==> config.mk <==
export PLATFORM = sky130hd
export DESIGN_NAME = aofc_core
export DESIGN_NICKNAME = d
export VERILOG_FILES = /design/src/shared/aofc_pkg.sv /design/src/hw/aofc_core.sv
export VERILOG_INCLUDE_DIRS = /design/src /design/src/shared
export SDC_FILE = /design/constraint.sdc
export NUM_CORES = 1
export LEC_CHECK = 0
export ABC_AREA = 1
export BUFFER_PORTS_ARGS = -buffer_cell sky130_fd_sc_hd__buf_2
export CAP_MARGIN = 20
export CORE_MARGIN = 1
export CORE_UTILIZATION = 40
export DETAILED_ROUTE_END_ITERATION = 16
export PLACE_DENSITY = 0.69
export SLEW_MARGIN = 30
export SYNTH_ARGS = -nofsm -noshare
export SYNTH_HDL_FRONTEND = slang
export SYNTH_SLANG_ARGS = --single-unit
==> constraint.sdc <==
create_clock -name clock_in -period 2.44 [get_ports clock_in]
set_input_delay 0.488 -clock clock_in [delete_from_list [all_inputs] [get_ports clock_in]]
set_output_delay 0.488 -clock clock_in [all_outputs]
set_load 0.01 [all_outputs]
==> src/shared/aofc_map.svh <==
// Register offsets, field positions, reset values, word width and phase step of the output format block
`ifndef AOFC_MAP_SVH
`define AOFC_MAP_SVH
`define AOFC_REG_OUTPUT_MODE      10'h014
`define AOFC_REG_OUTPUT_ADJUST    10'h015
`define AOFC_REG_OUTPUT_PHASE     10'h016
`define AOFC_REG_SERIAL_CTRL      10'h021
`define AOFC_REG_TRANSFER         10'h0ff
`define AOFC_REG_RATE_OVERRIDE    10'h100
`define AOFC_REG_USER_IO_2        10'h101
`define AOFC_REG_USER_IO_3        10'h102
`define AOFC_MODE_LINK_BIT        6
`define AOFC_MODE_INVERT_BIT      2
`define AOFC_MODE_FORMAT_BIT      0
`define AOFC_ADJ_DRIVE_BIT        0
`define AOFC_ADJ_TERM_LSB         4
`define AOFC_PH_IN_LSB            4
`define AOFC_SER_LSB_FIRST_BIT    7
`define AOFC_SER_MODE_LSB         4
`define AOFC_SER_FRAME2X_BIT      2
`define AOFC_XFER_BIT             0
`define AOFC_UIO2_PULLDOWN_BIT    0
`define AOFC_UIO3_CM_PD_BIT       3
`define AOFC_RST_OUTPUT_MODE      8'h01
`define AOFC_RST_OUTPUT_ADJUST    8'h00
`define AOFC_RST_OUTPUT_PHASE     8'h00
`define AOFC_RST_SERIAL_CTRL      8'h30
`define AOFC_RST_ZERO             8'h00
`define AOFC_WORD_BITS            16
`define AOFC_PHASE_STEP_DEG       60
`endif

==> src/shared/aofc_pkg.sv <==
// Types shared by the output format control block
package aofc_pkg;
    typedef enum logic [2:0] {
        AOFC_SDR_BIT, AOFC_SDR_BYTE, AOFC_DDR_BIT, AOFC_DDR_BYTE, AOFC_DDR_WORD1, AOFC_RSVD
    } aofc_ser_mode_e;
    typedef enum logic [1:0] { AOFC_SER_IDLE, AOFC_SER_SHIFT } aofc_ser_state_e;
endpackage
==> src/hw/aofc_core.sv <==
// Output format control: register file, sample coding, serializer and driver settings
//
// Functional notes
// Link bit selects reduced-range or standard swing
// Invert bit inverts every serial output bit
// Format defaults twos complement; cleared gives offset binary
// Drive bit doubles frame/data clock drive only
// Termination selection overrides 2x clock drive
// Two-bit field selects internal termination resistor
// Input phase delays sampling 0-7 cycles
// Software keeps phase within divide ratio
// Output clock phase in 60-degree steps
// Double-rate two-lane: data clock four times rate
// Single-rate two-lane: data clock eight times rate
// Sample sent as 16-bit word across lanes
// Rate override waits for transfer bit
// Override limits capability, never actual sampling
// User io 2 bit0 disables data pin pull-down
// User io 3 bit3 powers down common-mode generator
// Other registers take effect on write
// Software selects clock channels before per-channel write
// Offset binary by inverting the sample MSB
`timescale 1ns/1ps
`include "aofc_map.svh"
module aofc_core
    import aofc_pkg::*;
#(
    parameter int unsigned WORD_BITS = `AOFC_WORD_BITS
) (
    input  wire logic                  clock_in,          // 20 MHz system clock
    input  wire logic                  nrst_in,           // Asynchronous reset, active low
    input  wire logic                  reg_wr_in,         // Register write strobe
    input  wire logic                  reg_rd_in,         // Register read strobe
    input  wire logic [9:0]            reg_addr_in,       // Register address
    input  wire logic [7:0]            reg_wdata_in,      // Register write data
    input  wire logic [3:0]            clk_chan_sel_in,   // Output clock channels chosen
    input  wire logic [2:0]            div_ratio_in,      // Clock divider ratio field
    input  wire logic                  div_active_in,     // Clock divider in use
    input  wire logic                  sample_req_in,     // Sample clock edge (pulse)
    input  wire logic [WORD_BITS-1:0]  sample_in,         // Converted sample, twos complement
    input  wire logic                  bit_tick_in,       // Lane bit-time enable pulse
    output logic      [7:0]            reg_rdata_out,     // Register read data
    output logic                       sample_strobe_out, // Delayed sampling instant
    output logic      [1:0]            data_lane_pairs_out, // Serial lane bits
    output logic                       frame_clock_out,   // Frame marker
    output logic                       data_clock_out,    // Data clock level
    output logic      [3:0]            dclk_mult_out,     // Data clock multiple of fs (4 or 8)
    output logic                       reduced_swing_out, // Reduced-range link selected
    output logic                       clk_drive_2x_out,  // Frame/data clock 2x drive
    output logic      [1:0]            termination_out,   // Termination selection
    output logic      [3:0]            out_clk_phase_out, // Data clock phase code
    output logic      [9:0]            out_clk_deg_out,   // Data clock phase in degrees
    output logic      [7:0]            rate_limit_out,    // Active rate override setting
    output logic                       pulldown_off_out,  // Data pin pull-down disabled
    output logic                       cm_gen_pd_out      // Common-mode generator powered down
);
    logic [7:0] mode_q;
    logic [7:0] adjust_q;
    logic [7:0] phase_q;
    logic [7:0] ser_q;
    logic [7:0] rate_shadow_q;
    logic [7:0] rate_live_q;
    logic [7:0] uio2_q;
    logic [7:0] uio3_q;

    function automatic logic [9:0] phase_deg(input logic [3:0] code);
        phase_deg = 10'(code * `AOFC_PHASE_STEP_DEG);
    endfunction

    function automatic aofc_ser_mode_e decode_mode(input logic [7:0] ser);
        unique case (ser[`AOFC_SER_MODE_LSB +: 3])
            3'h0:    decode_mode = AOFC_SDR_BIT;
            3'h1:    decode_mode = AOFC_SDR_BYTE;
            3'h2:    decode_mode = AOFC_DDR_BIT;
            3'h3:    decode_mode = AOFC_DDR_BYTE;
            3'h4:    decode_mode = AOFC_DDR_WORD1;
            default: decode_mode = AOFC_RSVD;
        endcase
    endfunction

    // Immediate-effect registers
    // Unmapped writes fall through and change nothing
    always_ff @(posedge clock_in or negedge nrst_in) begin
        if (!nrst_in) begin
            mode_q   <= `AOFC_RST_OUTPUT_MODE;
            adjust_q <= `AOFC_RST_OUTPUT_ADJUST;
            phase_q  <= `AOFC_RST_OUTPUT_PHASE;
            ser_q    <= `AOFC_RST_SERIAL_CTRL;
            uio2_q   <= `AOFC_RST_ZERO;
            uio3_q   <= `AOFC_RST_ZERO;
        end else if (reg_wr_in) begin
            unique case (reg_addr_in)
                `AOFC_REG_OUTPUT_MODE:   mode_q   <= reg_wdata_in;
                `AOFC_REG_OUTPUT_ADJUST: adjust_q <= reg_wdata_in;
                `AOFC_REG_OUTPUT_PHASE:  phase_q  <= reg_wdata_in;
                `AOFC_REG_SERIAL_CTRL:   ser_q    <= reg_wdata_in;
                `AOFC_REG_USER_IO_2:     uio2_q   <= reg_wdata_in;
                `AOFC_REG_USER_IO_3:     uio3_q   <= reg_wdata_in;
                default: ;
            endcase
        end
    end

    // Rate override is double buffered; the live copy loads only on transfer
    always_ff @(posedge clock_in or negedge nrst_in) begin
        if (!nrst_in) begin
            rate_shadow_q <= `AOFC_RST_ZERO;
        end else if (reg_wr_in && reg_addr_in == `AOFC_REG_RATE_OVERRIDE) begin
            rate_shadow_q <= reg_wdata_in;
        end
    end

    // Transfer is write-only; it has no storage of its own
    always_ff @(posedge clock_in or negedge nrst_in) begin
        if (!nrst_in) begin
            rate_live_q <= `AOFC_RST_ZERO;
        end else if (reg_wr_in && reg_addr_in == `AOFC_REG_TRANSFER
                     && reg_wdata_in[`AOFC_XFER_BIT]) begin
            rate_live_q <= rate_shadow_q;
        end
    end

    // Read back; transfer register reads zero as it has no storage
    // The override reads back its pending value, not the live one
    always_ff @(posedge clock_in or negedge nrst_in) begin
        if (!nrst_in) begin
            reg_rdata_out <= 8'h00;
        end else if (reg_rd_in) begin
            unique case (reg_addr_in)
                `AOFC_REG_OUTPUT_MODE:   reg_rdata_out <= mode_q;
                `AOFC_REG_OUTPUT_ADJUST: reg_rdata_out <= adjust_q;
                `AOFC_REG_OUTPUT_PHASE:  reg_rdata_out <= phase_q;
                `AOFC_REG_SERIAL_CTRL:   reg_rdata_out <= ser_q;
                `AOFC_REG_RATE_OVERRIDE: reg_rdata_out <= rate_shadow_q;
                `AOFC_REG_USER_IO_2:     reg_rdata_out <= uio2_q;
                `AOFC_REG_USER_IO_3:     reg_rdata_out <= uio3_q;
                default:                 reg_rdata_out <= 8'h00;
            endcase
        end
    end

    // Link standard and termination follow their bits directly
    always_ff @(posedge clock_in or negedge nrst_in) begin
        if (!nrst_in) begin
            reduced_swing_out <= 1'b0;
            termination_out   <= 2'b00;
        end else begin
            reduced_swing_out <= mode_q[`AOFC_MODE_LINK_BIT];
            termination_out   <= adjust_q[`AOFC_ADJ_TERM_LSB +: 2];
        end
    end

    // Drive applies only while at least one clock channel is selected; termination wins
    always_ff @(posedge clock_in or negedge nrst_in) begin
        if (!nrst_in) begin
            clk_drive_2x_out <= 1'b0;
        end else begin
            clk_drive_2x_out <= adjust_q[`AOFC_ADJ_DRIVE_BIT] && (|clk_chan_sel_in)
                                && (adjust_q[`AOFC_ADJ_TERM_LSB +: 2] == 2'b00);
        end
    end

    // Degrees are kept beside the code so the clock aligner needs no multiplier
    always_ff @(posedge clock_in or negedge nrst_in) begin
        if (!nrst_in) begin
            out_clk_phase_out <= 4'h0;
            out_clk_deg_out   <= 10'h000;
        end else begin
            out_clk_phase_out <= phase_q[3:0];
            out_clk_deg_out   <= phase_deg(phase_q[3:0]);
        end
    end

    // Pin and power controls; the override is only a capability ceiling
    always_ff @(posedge clock_in or negedge nrst_in) begin
        if (!nrst_in) begin
            rate_limit_out   <= 8'h00;
            pulldown_off_out <= 1'b0;
            cm_gen_pd_out    <= 1'b0;
        end else begin
            rate_limit_out   <= rate_live_q;
            pulldown_off_out <= uio2_q[`AOFC_UIO2_PULLDOWN_BIT];
            cm_gen_pd_out    <= uio3_q[`AOFC_UIO3_CM_PD_BIT];
        end
    end

    // Data clock multiple; reserved codes fall back to the single-rate figure
    always_ff @(posedge clock_in or negedge nrst_in) begin
        if (!nrst_in) begin
            dclk_mult_out <= 4'h4;
        end else begin
            unique case (decode_mode(ser_q))
                AOFC_DDR_BIT, AOFC_DDR_BYTE: dclk_mult_out <= 4'h4;
                default:                     dclk_mult_out <= 4'h8;
            endcase
        end
    end

    // Input clock phase delay: hold sampling for the programmed cycle count.
    // A phase beyond the divide ratio is software's fault and is not trapped.
    // A request during a pending delay is ignored.
    // The field resets to zero, so sampling starts undelayed.
    logic [2:0] ph_cnt_q;
    logic       ph_busy_q;
    logic [2:0] ph_set;
    assign ph_set = div_active_in ? phase_q[`AOFC_PH_IN_LSB +: 3] : 3'h0;

    always_ff @(posedge clock_in or negedge nrst_in) begin
        if (!nrst_in) begin
            ph_cnt_q          <= 3'h0;
            ph_busy_q         <= 1'b0;
            sample_strobe_out <= 1'b0;
        end else begin
            sample_strobe_out <= 1'b0;
            if (sample_req_in && !ph_busy_q) begin
                if (ph_set == 3'h0) sample_strobe_out <= 1'b1;
                else begin
                    ph_cnt_q  <= ph_set;
                    ph_busy_q <= 1'b1;
                end
            end else if (ph_busy_q) begin
                if (ph_cnt_q == 3'h1) begin
                    ph_busy_q         <= 1'b0;
                    sample_strobe_out <= 1'b1;
                end
                ph_cnt_q <= ph_cnt_q - 3'h1;
            end
        end
    end

    // Serializer: each sample becomes one 16-bit word spread over two lanes
    // A strobe that lands mid-word is dropped, so the sample rate must leave
    // a full word of bit ticks between strobes
    aofc_ser_state_e      st_q;
    logic [WORD_BITS-1:0] word_q;
    logic [3:0]           step_q;
    logic [WORD_BITS-1:0] coded;
    logic                 ddr;
    logic                 lsb_first;
    logic [3:0]           last_step;

    assign coded = mode_q[`AOFC_MODE_FORMAT_BIT] ? sample_in
                 : {~sample_in[WORD_BITS-1], sample_in[WORD_BITS-2:0]};
    assign ddr       = decode_mode(ser_q) inside {AOFC_DDR_BIT, AOFC_DDR_BYTE};
    assign lsb_first = ser_q[`AOFC_SER_LSB_FIRST_BIT];
    assign last_step = 4'(WORD_BITS/2 - 1);

    // Bytewise puts the high byte on lane 1; bitwise pairs adjacent bits
    function automatic logic [1:0] lane_bits(input logic [WORD_BITS-1:0] w,
                                             input logic [3:0] s, input logic bytew,
                                             input logic lsbf);
        logic [3:0] i;
        i = lsbf ? s : 4'(last_step - s);
        if (bytew) lane_bits = {w[8 + i[2:0]], w[i[2:0]]};
        else       lane_bits = {w[{i[2:0], 1'b1}], w[{i[2:0], 1'b0}]};
    endfunction

    always_ff @(posedge clock_in or negedge nrst_in) begin
        if (!nrst_in) begin
            st_q                <= AOFC_SER_IDLE;
            word_q              <= '0;
            step_q              <= 4'h0;
            data_lane_pairs_out <= 2'b00;
            frame_clock_out     <= 1'b0;
            data_clock_out      <= 1'b0;
        end else begin
            unique case (st_q)
                // Frame and data clocks hold their levels between words
                AOFC_SER_IDLE: begin
                    if (sample_strobe_out) begin
                        word_q <= coded;
                        step_q <= 4'h0;
                        st_q   <= AOFC_SER_SHIFT;
                    end
                end
                AOFC_SER_SHIFT: begin
                    if (bit_tick_in) begin
                        data_lane_pairs_out <= lane_bits(word_q, step_q,
                            ser_q[`AOFC_SER_MODE_LSB], lsb_first)
                            ^ {2{mode_q[`AOFC_MODE_INVERT_BIT]}};
                        // 2x frame toggles every quarter word, 1x every half word
                        frame_clock_out <= ser_q[`AOFC_SER_FRAME2X_BIT]
                            ? (step_q[1:0] < 2'h2) : (step_q < 4'h4);
                        data_clock_out  <= ddr ? ~data_clock_out : step_q[0];
                        if (step_q == last_step) begin
                            if (sample_strobe_out) begin
                                word_q <= coded;
                                step_q <= 4'h0;
                            end else begin
                                st_q <= AOFC_SER_IDLE;
                            end
                        end else begin
                            step_q <= step_q + 4'h1;
                        end
                    end
                end
                default: st_q <= AOFC_SER_IDLE;
            endcase
        end
    end
endmodule

==> impl_metrics.yaml, run 1 <==
status:
  outcome: "finished, final reports clean"
cts:
  cts_buffers: 17
  cts_tree: "built"
  clockBufferDepth: 2
  cts_root_buffer: "clkbuf_16"
  htree_levels: 4
  path_clk_slew_ps: 50
  cts_sinks: 129
  clk_latency_ps: 420
global_route:
  antenna_found_initial: 0
  grt.total_usage: 0.191
  grt_use_met3: 0.0451
  grt.met2_usage: 0.283
  grt-ovfl-total: 0
  grt_max_degree: 39
  grt_pass1_vias: 4673
  grt_util_met1: 0.270
  busiest_layer: "met2"
  grt_pass1_wl_um: 23200
route:
  vias_per_cell: 4.96
  drt-initial-drc-count: 305
  wire_per_inst_um: 13.9
  dr.pass1.iters: 6
  wl_um: 13700
  drc_errors: 0
  ant_nets: 0
  vias: 4878
timing:
  finalCriticalPeriod_ps: 2340
  fin_setup_tns_ps: 0
  finClkSkew_ps: 6.58
  fin_crit_sh: 0.961
  tightestPinTransition_ps: 641
  maxSlewViolCount: 0
  grt_setup_unrepaired: "no"
  setup_viol: 0
  hold_viol_final: 0
  fmaxAchievable_ghz: 0.427
  relSlewSlack: 0.570
  hold_ws_ps: 11.9
layout:
  fill_cells: 1353
  mostFrequentLayoutCells: "191 x nand2_1, 124 x dfrtp_1, 87 x o21ai_0"
  multi_input_area_um2: 2430
  regArea_um2: 3230
  n_antenna_cell: 0
  drive_gt1_frac: 0.211
  final_common_cell: "nand2_1"
  nNetsFinal: 854
  syn2layout_area_growth_pct: 22.3
  final_util: 0.505
synthesis:
  synth_compound_area_frac: 0.105
  syn_area_um2: 6020
  synthCells: 680
  synthMuxAreaShare: 0.0150
  synth_top_family_by_area: "simple AND/OR/NAND/NOR gates"
  async_flop_share: 1.00
  seq_area_frac_synth: 0.537
  ys_seq_elements: 129
  synth_xor_area_frac: 0.0102
  yosys.area_share.simple: 0.222
  yosysUniqueCellTypes: 34
  avgSynthCellArea_um2: 8.86
  yosysWarningCount: 0
  synth-main-ff-cell: "dfrtp_1"
  yosys.area_share.adder: 0.0457
  synth_edf_count: 0
power:
  total_leakage_power_nw: 3.84
  power_density_nw_per_um2: 864
  vdd_ir_drop_max_v: 0.000454
floorplan:
  die_w_um: 125
  num_io_pins: 93
  core-area_um2: 14600
  die_area_um2: 15600
  initial_core_util: 0.413
  die_h_um: 125
  rows: 44
hold_path:
  hold_path.class: "in2async"
worst_setup_path:
  critPathLaunchType: "flop"
  cp_max_fo: 4
  r2r_cells: 9
  required_ps: 2780
  crit_type: "reg2reg"
  worstPathArrival_ps: 2680
  endpoint_kind: "flop"
placement:
  io_buffers: 85
  gp_congestion: 0.886
  place_hpwl_um: 10000
run:
  maxCapViolations: 0
layout make-up:
cell class,instances,area share
timing repair buffer,105,0.0802
sequential,129,0.439
clock inverter,12,0.0216
inverter,74,0.0377
multi-input combinational,460,0.330
tap,184,0.0313
clock buffer,20,0.0606
synthesized netlist by cell type, drive strengths merged, types with 5 or more instances:
cell type  instances  area share
a21oi             16       0.013
buf               15       0.016
clkbuf             5      0.0031
dfrtp            125        0.52
fa                 5       0.017
ha                14       0.029
inv               74       0.046
mux2               8       0.015
nand2            196        0.12
nand3             57       0.049
nand4              7      0.0083
nor2              34       0.028
o21ai             95       0.084
o22ai              5      0.0052
worst max-delay path: stages (launching register included):
cell and delay [ps]:
dfrtp_2 430, fa_1 550, fa_1 470, ha_1 290
nand3_1 80, nand2_1 90, nand2_1 70, nand2_1 60
a21oi_2 120, xnor2_1 120
metrics by stage:
stage	power (mW)	instance area, um2	instances	worst slack [ps]
detailed placement	3.83	6740	951	44.3
CTS	6.42	7340	983	34.1
finish	6.36	7370	984	95.6
global placement	3.80	6740	951	77.5
global route	6.76	7370	984	15.2
floorplan	3.44	6030	683	87.3
power by group:
group	switching, mW	leakage, nW	internal [mW]
clock network	0.936	0.279	1.64
registers	0.138	1.67	2.40
logic	0.810	1.90	0.445
total	1.88	3.84	4.48
per-layer routing:
metal,part of all wire,vias to the layer above
met4,0.018,0
met3,0.040,18
li1,-,2418
met2,0.44,144
met5,0,-
met1,0.50,2298
cell families after synthesis:
kind of cell	after synthesis
XOR/XNOR	7
multiplexers	8
AND/OR/NAND/NOR	304
AO/OA/AOI/OAI	118
adder cells (fa/ha/maj)	19
flip-flops	129
other	1
buffers and inverters	94
repair_timing:
item / in CTS / in global routing
hold buffers: 0 / 0
resized for setup: 0 / 3
setup buffers: 0 / 1
setup endpoints to repair: 0 / 1
sequential cells by signal, summed over array words and instances, names as in the netlist, 3 cells and up:
name               count
word_q                16
uio2_q                 8
adjust_q               8
ser_q                  8
mode_q                 8
rate_live_q            8
out_clk_deg_out        7
reg_rdata_out          8
phase_q                8
uio3_q                 8
ph_cnt_q               3
rate_shadow_q          8
step_q                 4
out_clk_phase_out      4
rate_limit_out         8
worst paths after layout:
kind	from	endpoint	slack, ps
max in group asynchronous	nrst_in	uio3_q[6]$_DFFE_PN0P_	1710
worst max-delay path	phase_q[1]$_DFFE_PN0P_	out_clk_deg_out[9]$_DFF_PN0_	100
worst min-delay path	nrst_in	word_q[3]$_DFFE_PN0P_	10
min in group clock_in	sample_in[12]	word_q[12]$_DFFE_PN0P_	280
worst min register to register	rate_live_q[6]$_DFFE_PN0P_	rate_limit_out[6]$_DFF_PN0_	370
worst max register to register	phase_q[1]$_DFFE_PN0P_	out_clk_deg_out[9]$_DFF_PN0_	100
Power figures use the tool's default switching activity.
==> run 2, diff against run 1 <==
- CORE_UTILIZATION: 40 -> 51
- PLACE_DENSITY: 0.69 -> 0.83
==> run 2 against run 1 <==
Net effect:
- die area is 21% lower
- total power decreased by 2.7%
- core utilization rose by 13 points
- sequential power hardly changed
- critical path type unchanged
- largest cell class unchanged
- critical path depth stayed put
- combinational power hardly changed
- sequential share of layout area grew 0.57 points
==> impl_metrics.yaml, run 2 (synthesis gave the netlist of run 1 again) <==
status:
  outcome: "finished, final reports clean"
floorplan:
  core-area_um2: 11500
  die_h_um: 111
  die_w_um: 111
  num_io_pins: 93
  die_area_um2: 12200
  initial_core_util: 0.525
  rows: 39
layout:
  largest_reg_flops: 16
  final_common_cell: "nand2_1"
  n_antenna_cell: 0
  mostFrequentLayoutCells: "190 x nand2_1, 124 x dfrtp_1, 87 x o21ai_0"
  fill_cells: 867
  syn2layout_area_growth_pct: 20.7
  fin_cells: 938
  stdcell_area_um2: 7270
  drive_gt1_frac: 0.214
  nNetsFinal: 849
  top_register: "word_q"
timing:
  maxSlewViolCount: 0
  grt_setup_unrepaired: "yes"
  fin_setup_tns_ps: 0
  finClkSkew_ps: 7.29
  finalCriticalPeriod_ps: 2430
  fmaxAchievable_ghz: 0.412
  hold_ws_ps: 93.6
  tightestPinTransition_ps: 692
  hold_viol_final: 0
  setup_viol: 0
  relSlewSlack: 0.535
  fin_crit_sh: 0.996
route:
  vias_per_cell: 5.28
  drt-initial-drc-count: 417
  wire_per_inst_um: 15.3
  dr.pass1.iters: 5
  ant_nets: 0
  drc_errors: 0
  vias: 4955
  wl_um: 14300
worst_setup_path:
  crit_type: "reg2reg"
  endpoint_kind: "flop"
  reg2reg_setup_slack_ps: 10
  required_ps: 2770
  critPathLaunchType: "flop"
  r2r_cells: 9
  worstReg2RegStart: "phase_q[1]$_DFFE_PN0P_"
  r2r-end: "out_clk_deg_out[9]$_DFF_PN0_"
  worstPathArrival_ps: 2760
  cp_max_fo: 4
power:
  power_density_nw_per_um2: 851
  internal_power_mw: 4.32
  power_frac_seq: 0.411
  power.share.switching: 0.301
  vdd_ir_drop_max_v: 0.000787
  pwr-share-comb: 0.204
  total_leakage_power_nw: 3.80
  clkPwrFrac: 0.384
  netSwitchingPower_mw: 1.86
placement:
  place_inst: 905
  gp_congestion: 0.893
  place_hpwl_um: 9920
  dpl_cell_area_um2: 6650
  io_buffers: 85
cts:
  clk_latency_ps: 420
  htree_levels: 4
  cts_root_buffer: "clkbuf_16"
  path_clk_slew_ps: 60
  cts_sinks: 129
  clockBufferDepth: 2
  cts_buffers: 17
  cts_tree: "built"
global_route:
  grt_pass1_vias: 4724
  grt_pass1_wl_um: 23500
  grt_max_degree: 51
  grt.total_usage: 0.246
  antenna_found_initial: 0
  grt-ovfl-total: 0
run:
  maxCapViolations: 0
hold_path:
  hold_path.class: "in2async"
[run 2: power by group through the flow]
stage / sequential (mW) / combinational [mW] / clock (mW)
6_report: 2.55 / 1.26 / 2.38
5_1_grt: 2.57 / 1.46 / 2.52
4_1_cts: 2.54 / 1.26 / 2.40
3_5_place_dp: 2.57 / 1.24 / 0
3_3_place_gp: 2.56 / 1.20 / 0
2_1_floorplan: 2.55 / 0.889 / 0
[run 2: through the flow]
| stage | setup WS (ps) | util | power [mW] |
|---|---|---|---|
| floorplan | 87.3 | - | 3.44 |
| global placement | 58.2 | 0.580 | 3.76 |
| detailed placement | 20.6 | 0.580 | 3.81 |
| CTS | 16.9 | 0.630 | 6.21 |
| global route | -107 | 0.634 | 6.56 |
| finish | 10.6 | 0.634 | 6.19 |
[run 2: worst max-delay path, stage by stage, from the launching register on]
cell and delay, ps:
dfrtp_2 430, fa_1 540, fa_2 640, ha_4 210
nand3_2 70, nand2_2 50, nand2_1 60, nand2_1 60
a21oi_2 150, xnor2_1 140
[run 2: cell type report]
type | count | area, um2 | share of cell area
Clock buffer | 24 | 482 | 0.0662
Clock inverter | 8 | 80.1 | 0.0110
Inverter | 74 | 278 | 0.0382
Multi-Input combinational cell | 460 | 2470 | 0.339
Sequential cell | 129 | 3230 | 0.445
Tap cell | 143 | 179 | 0.0246
Timing Repair Buffer | 100 | 553 | 0.0760
[run 2: metal layers]
metal	part of all wire	routed length (um)	vias up	GRT usage
met1	0.45	6400	2336	0.336
met3	0.052	750	36	0.0530
met2	0.47	6760	184	0.382
met5	0	0	-	0
met4	0.028	394	0	0.104
li1	-	-	2399	-
[run 2: how the worst max path moves through the flow]
stage,start,end,slack (ps),cells after the start
2_1_floorplan,phase_q[2]$_DFFE_PN0P_,out_clk_deg_out[9]$_DFF_PN0_,90,11
3_3_place_gp,phase_q[1]$_DFFE_PN0P_,out_clk_deg_out[9]$_DFF_PN0_,60,11
3_5_place_dp,phase_q[1]$_DFFE_PN0P_,out_clk_deg_out[9]$_DFF_PN0_,20,11
4_1_cts,phase_q[1]$_DFFE_PN0P_,out_clk_deg_out[9]$_DFF_PN0_,20,9
5_1_grt,phase_q[1]$_DFFE_PN0P_,out_clk_deg_out[9]$_DFF_PN0_,-110,9
6_report,phase_q[1]$_DFFE_PN0P_,out_clk_deg_out[9]$_DFF_PN0_,10,9
[run 2: timing repair]
item                                    4_1_cts  5_1_grt
pin swaps                                     0        5
endpoints found under the setup margin        1        1
cloned                                        0        0
hold buffers                                  0        0
setup buffers                                 0        1
resized for setup                             2       10
==> run 3, diff against run 2 <==
- REMOVE_ABC_BUFFERS: not set -> 1
==> run 3 against run 2 <==
Net effect:
- the run now ends with negative setup slack left
- largest cell class unchanged
- critical path depth up 1
- sequential power barely moved
- register-to-register slack got worse by 60 ps
- highest routed layer unchanged
==> impl_metrics.yaml, run 3 (synthesis gave the netlist of run 1 again) <==
status:
  outcome: "complete, but fails checks"
  violations: "negative setup slack"
worst_setup_path:
  r2r_cells: 10
  critPathLaunchType: "flop"
  critical_path.cell_chain: "buf_6 -> fa_2 -> fa_1 -> ha_1 -> a21oi_2 -> nand2_2 -> nand2_1 -> nand2_1 -> a21oi_2 -> xnor2_1"
  worstReg2RegStart: "phase_q[1]$_DFFE_PN0P_"
  endpoint_kind: "flop"
  worstPathArrival_ps: 2840
  crit_start: "phase_q[1]$_DFFE_PN0P_"
  crit_type: "reg2reg"
  slowest_delay_ps: 590
  required_ps: 2780
  cp_max_fo: 2
  slowest_stage: "fa_2"
layout:
  largest_reg_flops: 16
  mostFrequentLayoutCells: "190 x nand2_1, 125 x dfrtp_1, 87 x o21ai_0"
  multi_input_area_um2: 2440
  drive_gt1_frac: 0.216
  fill_cells: 884
  syn2layout_area_growth_pct: 22.0
  top_register: "word_q"
  stdcell_area_um2: 7350
  n_antenna_cell: 0
  final_common_cell: "nand2_1"
  regArea_um2: 3230
  nNetsFinal: 854
floorplan:
  die_area_um2: 12200
  die_w_um: 111
  initial_core_util: 0.525
  core-area_um2: 11500
  die_h_um: 111
  rows: 39
  num_io_pins: 93
cts:
  cts_buffers: 17
  cts_tree: "built"
  cts_root_buffer: "clkbuf_16"
  cts_sinks: 129
  cts.hold.buffers_added: 0
  htree_levels: 4
  path_clk_slew_ps: 50
  clockBufferDepth: 2
  clk_latency_ps: 420
global_route:
  grt-ovfl-total: 0
  grt_pass1_wl_um: 23800
  grt_max_degree: 45
  antenna_found_initial: 0
  grt.total_usage: 0.247
  grt_pass1_vias: 5051
route:
  ant_nets: 0
  vias_per_cell: 5.38
  drt-initial-drc-count: 441
  wl_um: 14000
  wire_per_inst_um: 14.9
  vias: 5070
  dr.pass1.iters: 5
  drc_errors: 0
timing:
  relSlewSlack: 0.505
  tightestPinTransition_ps: 736
  setup_viol: 1
  finClkSkew_ps: 5.51
  hold_viol_final: 0
  maxSlewViolCount: 0
  finalCriticalPeriod_ps: 2490
  layout_setup_ws_ps: -51.6
  fmaxAchievable_ghz: 0.401
  fin_setup_tns_ps: -51.6
  fin_crit_sh: 1.02
  grt_setup_unrepaired: "yes"
power:
  power_mw: 6.47
  total_leakage_power_nw: 3.86
  vdd_ir_drop_max_v: 0.000619
  power_density_nw_per_um2: 880
placement:
  gp_congestion: 0.897
  dpl_cell_area_um2: 6660
  io_buffers: 85
  place_hpwl_um: 9550
hold_path:
  hold_path.class: "in2async"
run:
  maxCapViolations: 0
-- run 3: cell types whose count changed in the layout (fill, tap and decap cells not counted), moves of 2 or more --
cell and delta:
ha_4 -2, inv_2 -2, ha_1 +2, buf_4 +4, clkbuf_1 -3, inv_1 +2
clkbuf_8 +2, bufinv_16 +2
-- run 3: where the power goes --
| group | internal [mW] | switching, mW |
|---|---|---|
| Clock | 1.74 | 0.917 |
| Combinational | 0.446 | 0.840 |
| Sequential | 2.40 | 0.131 |
-- run 3: layout make-up --
class,instances,share of cell area
inverter,74,0.0378
multi-input combinational,460,0.332
timing repair buffer,105,0.0809
sequential,129,0.440
tap,143,0.0243
clock inverter,9,0.0174
clock buffer,23,0.0677
-- run 3: path summary, 6_finish.rpt --
| check | to | slack (ps) |
|---|---|---|
| setup / recovery | out_clk_deg_out[9]$_DFF_PN0_ | -50 |
| hold / removal | word_q[6]$_DFFE_PN0P_ | 60 |
| setup reg to reg | out_clk_deg_out[9]$_DFF_PN0_ | -50 |
| hold reg to reg | rate_limit_out[6]$_DFF_PN0_ | 370 |
| max in group asynchronous | dclk_mult_out[2]$_DFF_PN1_ | 1600 |
| min in group clock_in | word_q[9]$_DFFE_PN0P_ | 270 |
-- run 3: critical path, delay by kind of cell (launching register included) --
kind,cells,cell delay (ps)
compound gates,2,310
xor+xnor,1,120
fa+ha+maj,3,1260
buf+inv,1,130
flops,1,390
simple gates,3,210
-- run 3: metrics by stage --
step | utilization | hold WS (ps) | std cells | setup WS (ps)
after floorplan | - | 192 | 663 | 87.3
after global placement | 0.581 | 357 | 907 | 54.8
after detailed placement | 0.581 | 361 | 907 | -56.3
after CTS | 0.639 | 63.3 | 941 | 2.85
after global routing | 0.641 | 92.8 | 943 | -198
final | 0.641 | 62.3 | 943 | -51.6
-- run 3: timing repair --
item	in CTS	in global routing
cloned	0	0
setup buffers	2	2
gates resized for setup	3	4
pin swaps	0	8
setup endpoints to repair	1	2
-- run 3: metal layers --
metal | track usage | wire (um)
met1 | 0.326 | 5980
met2 | 0.382 | 6630
met3 | 0.0607 | 960
met4 | 0.124 | 439
met5 | 0 | 0
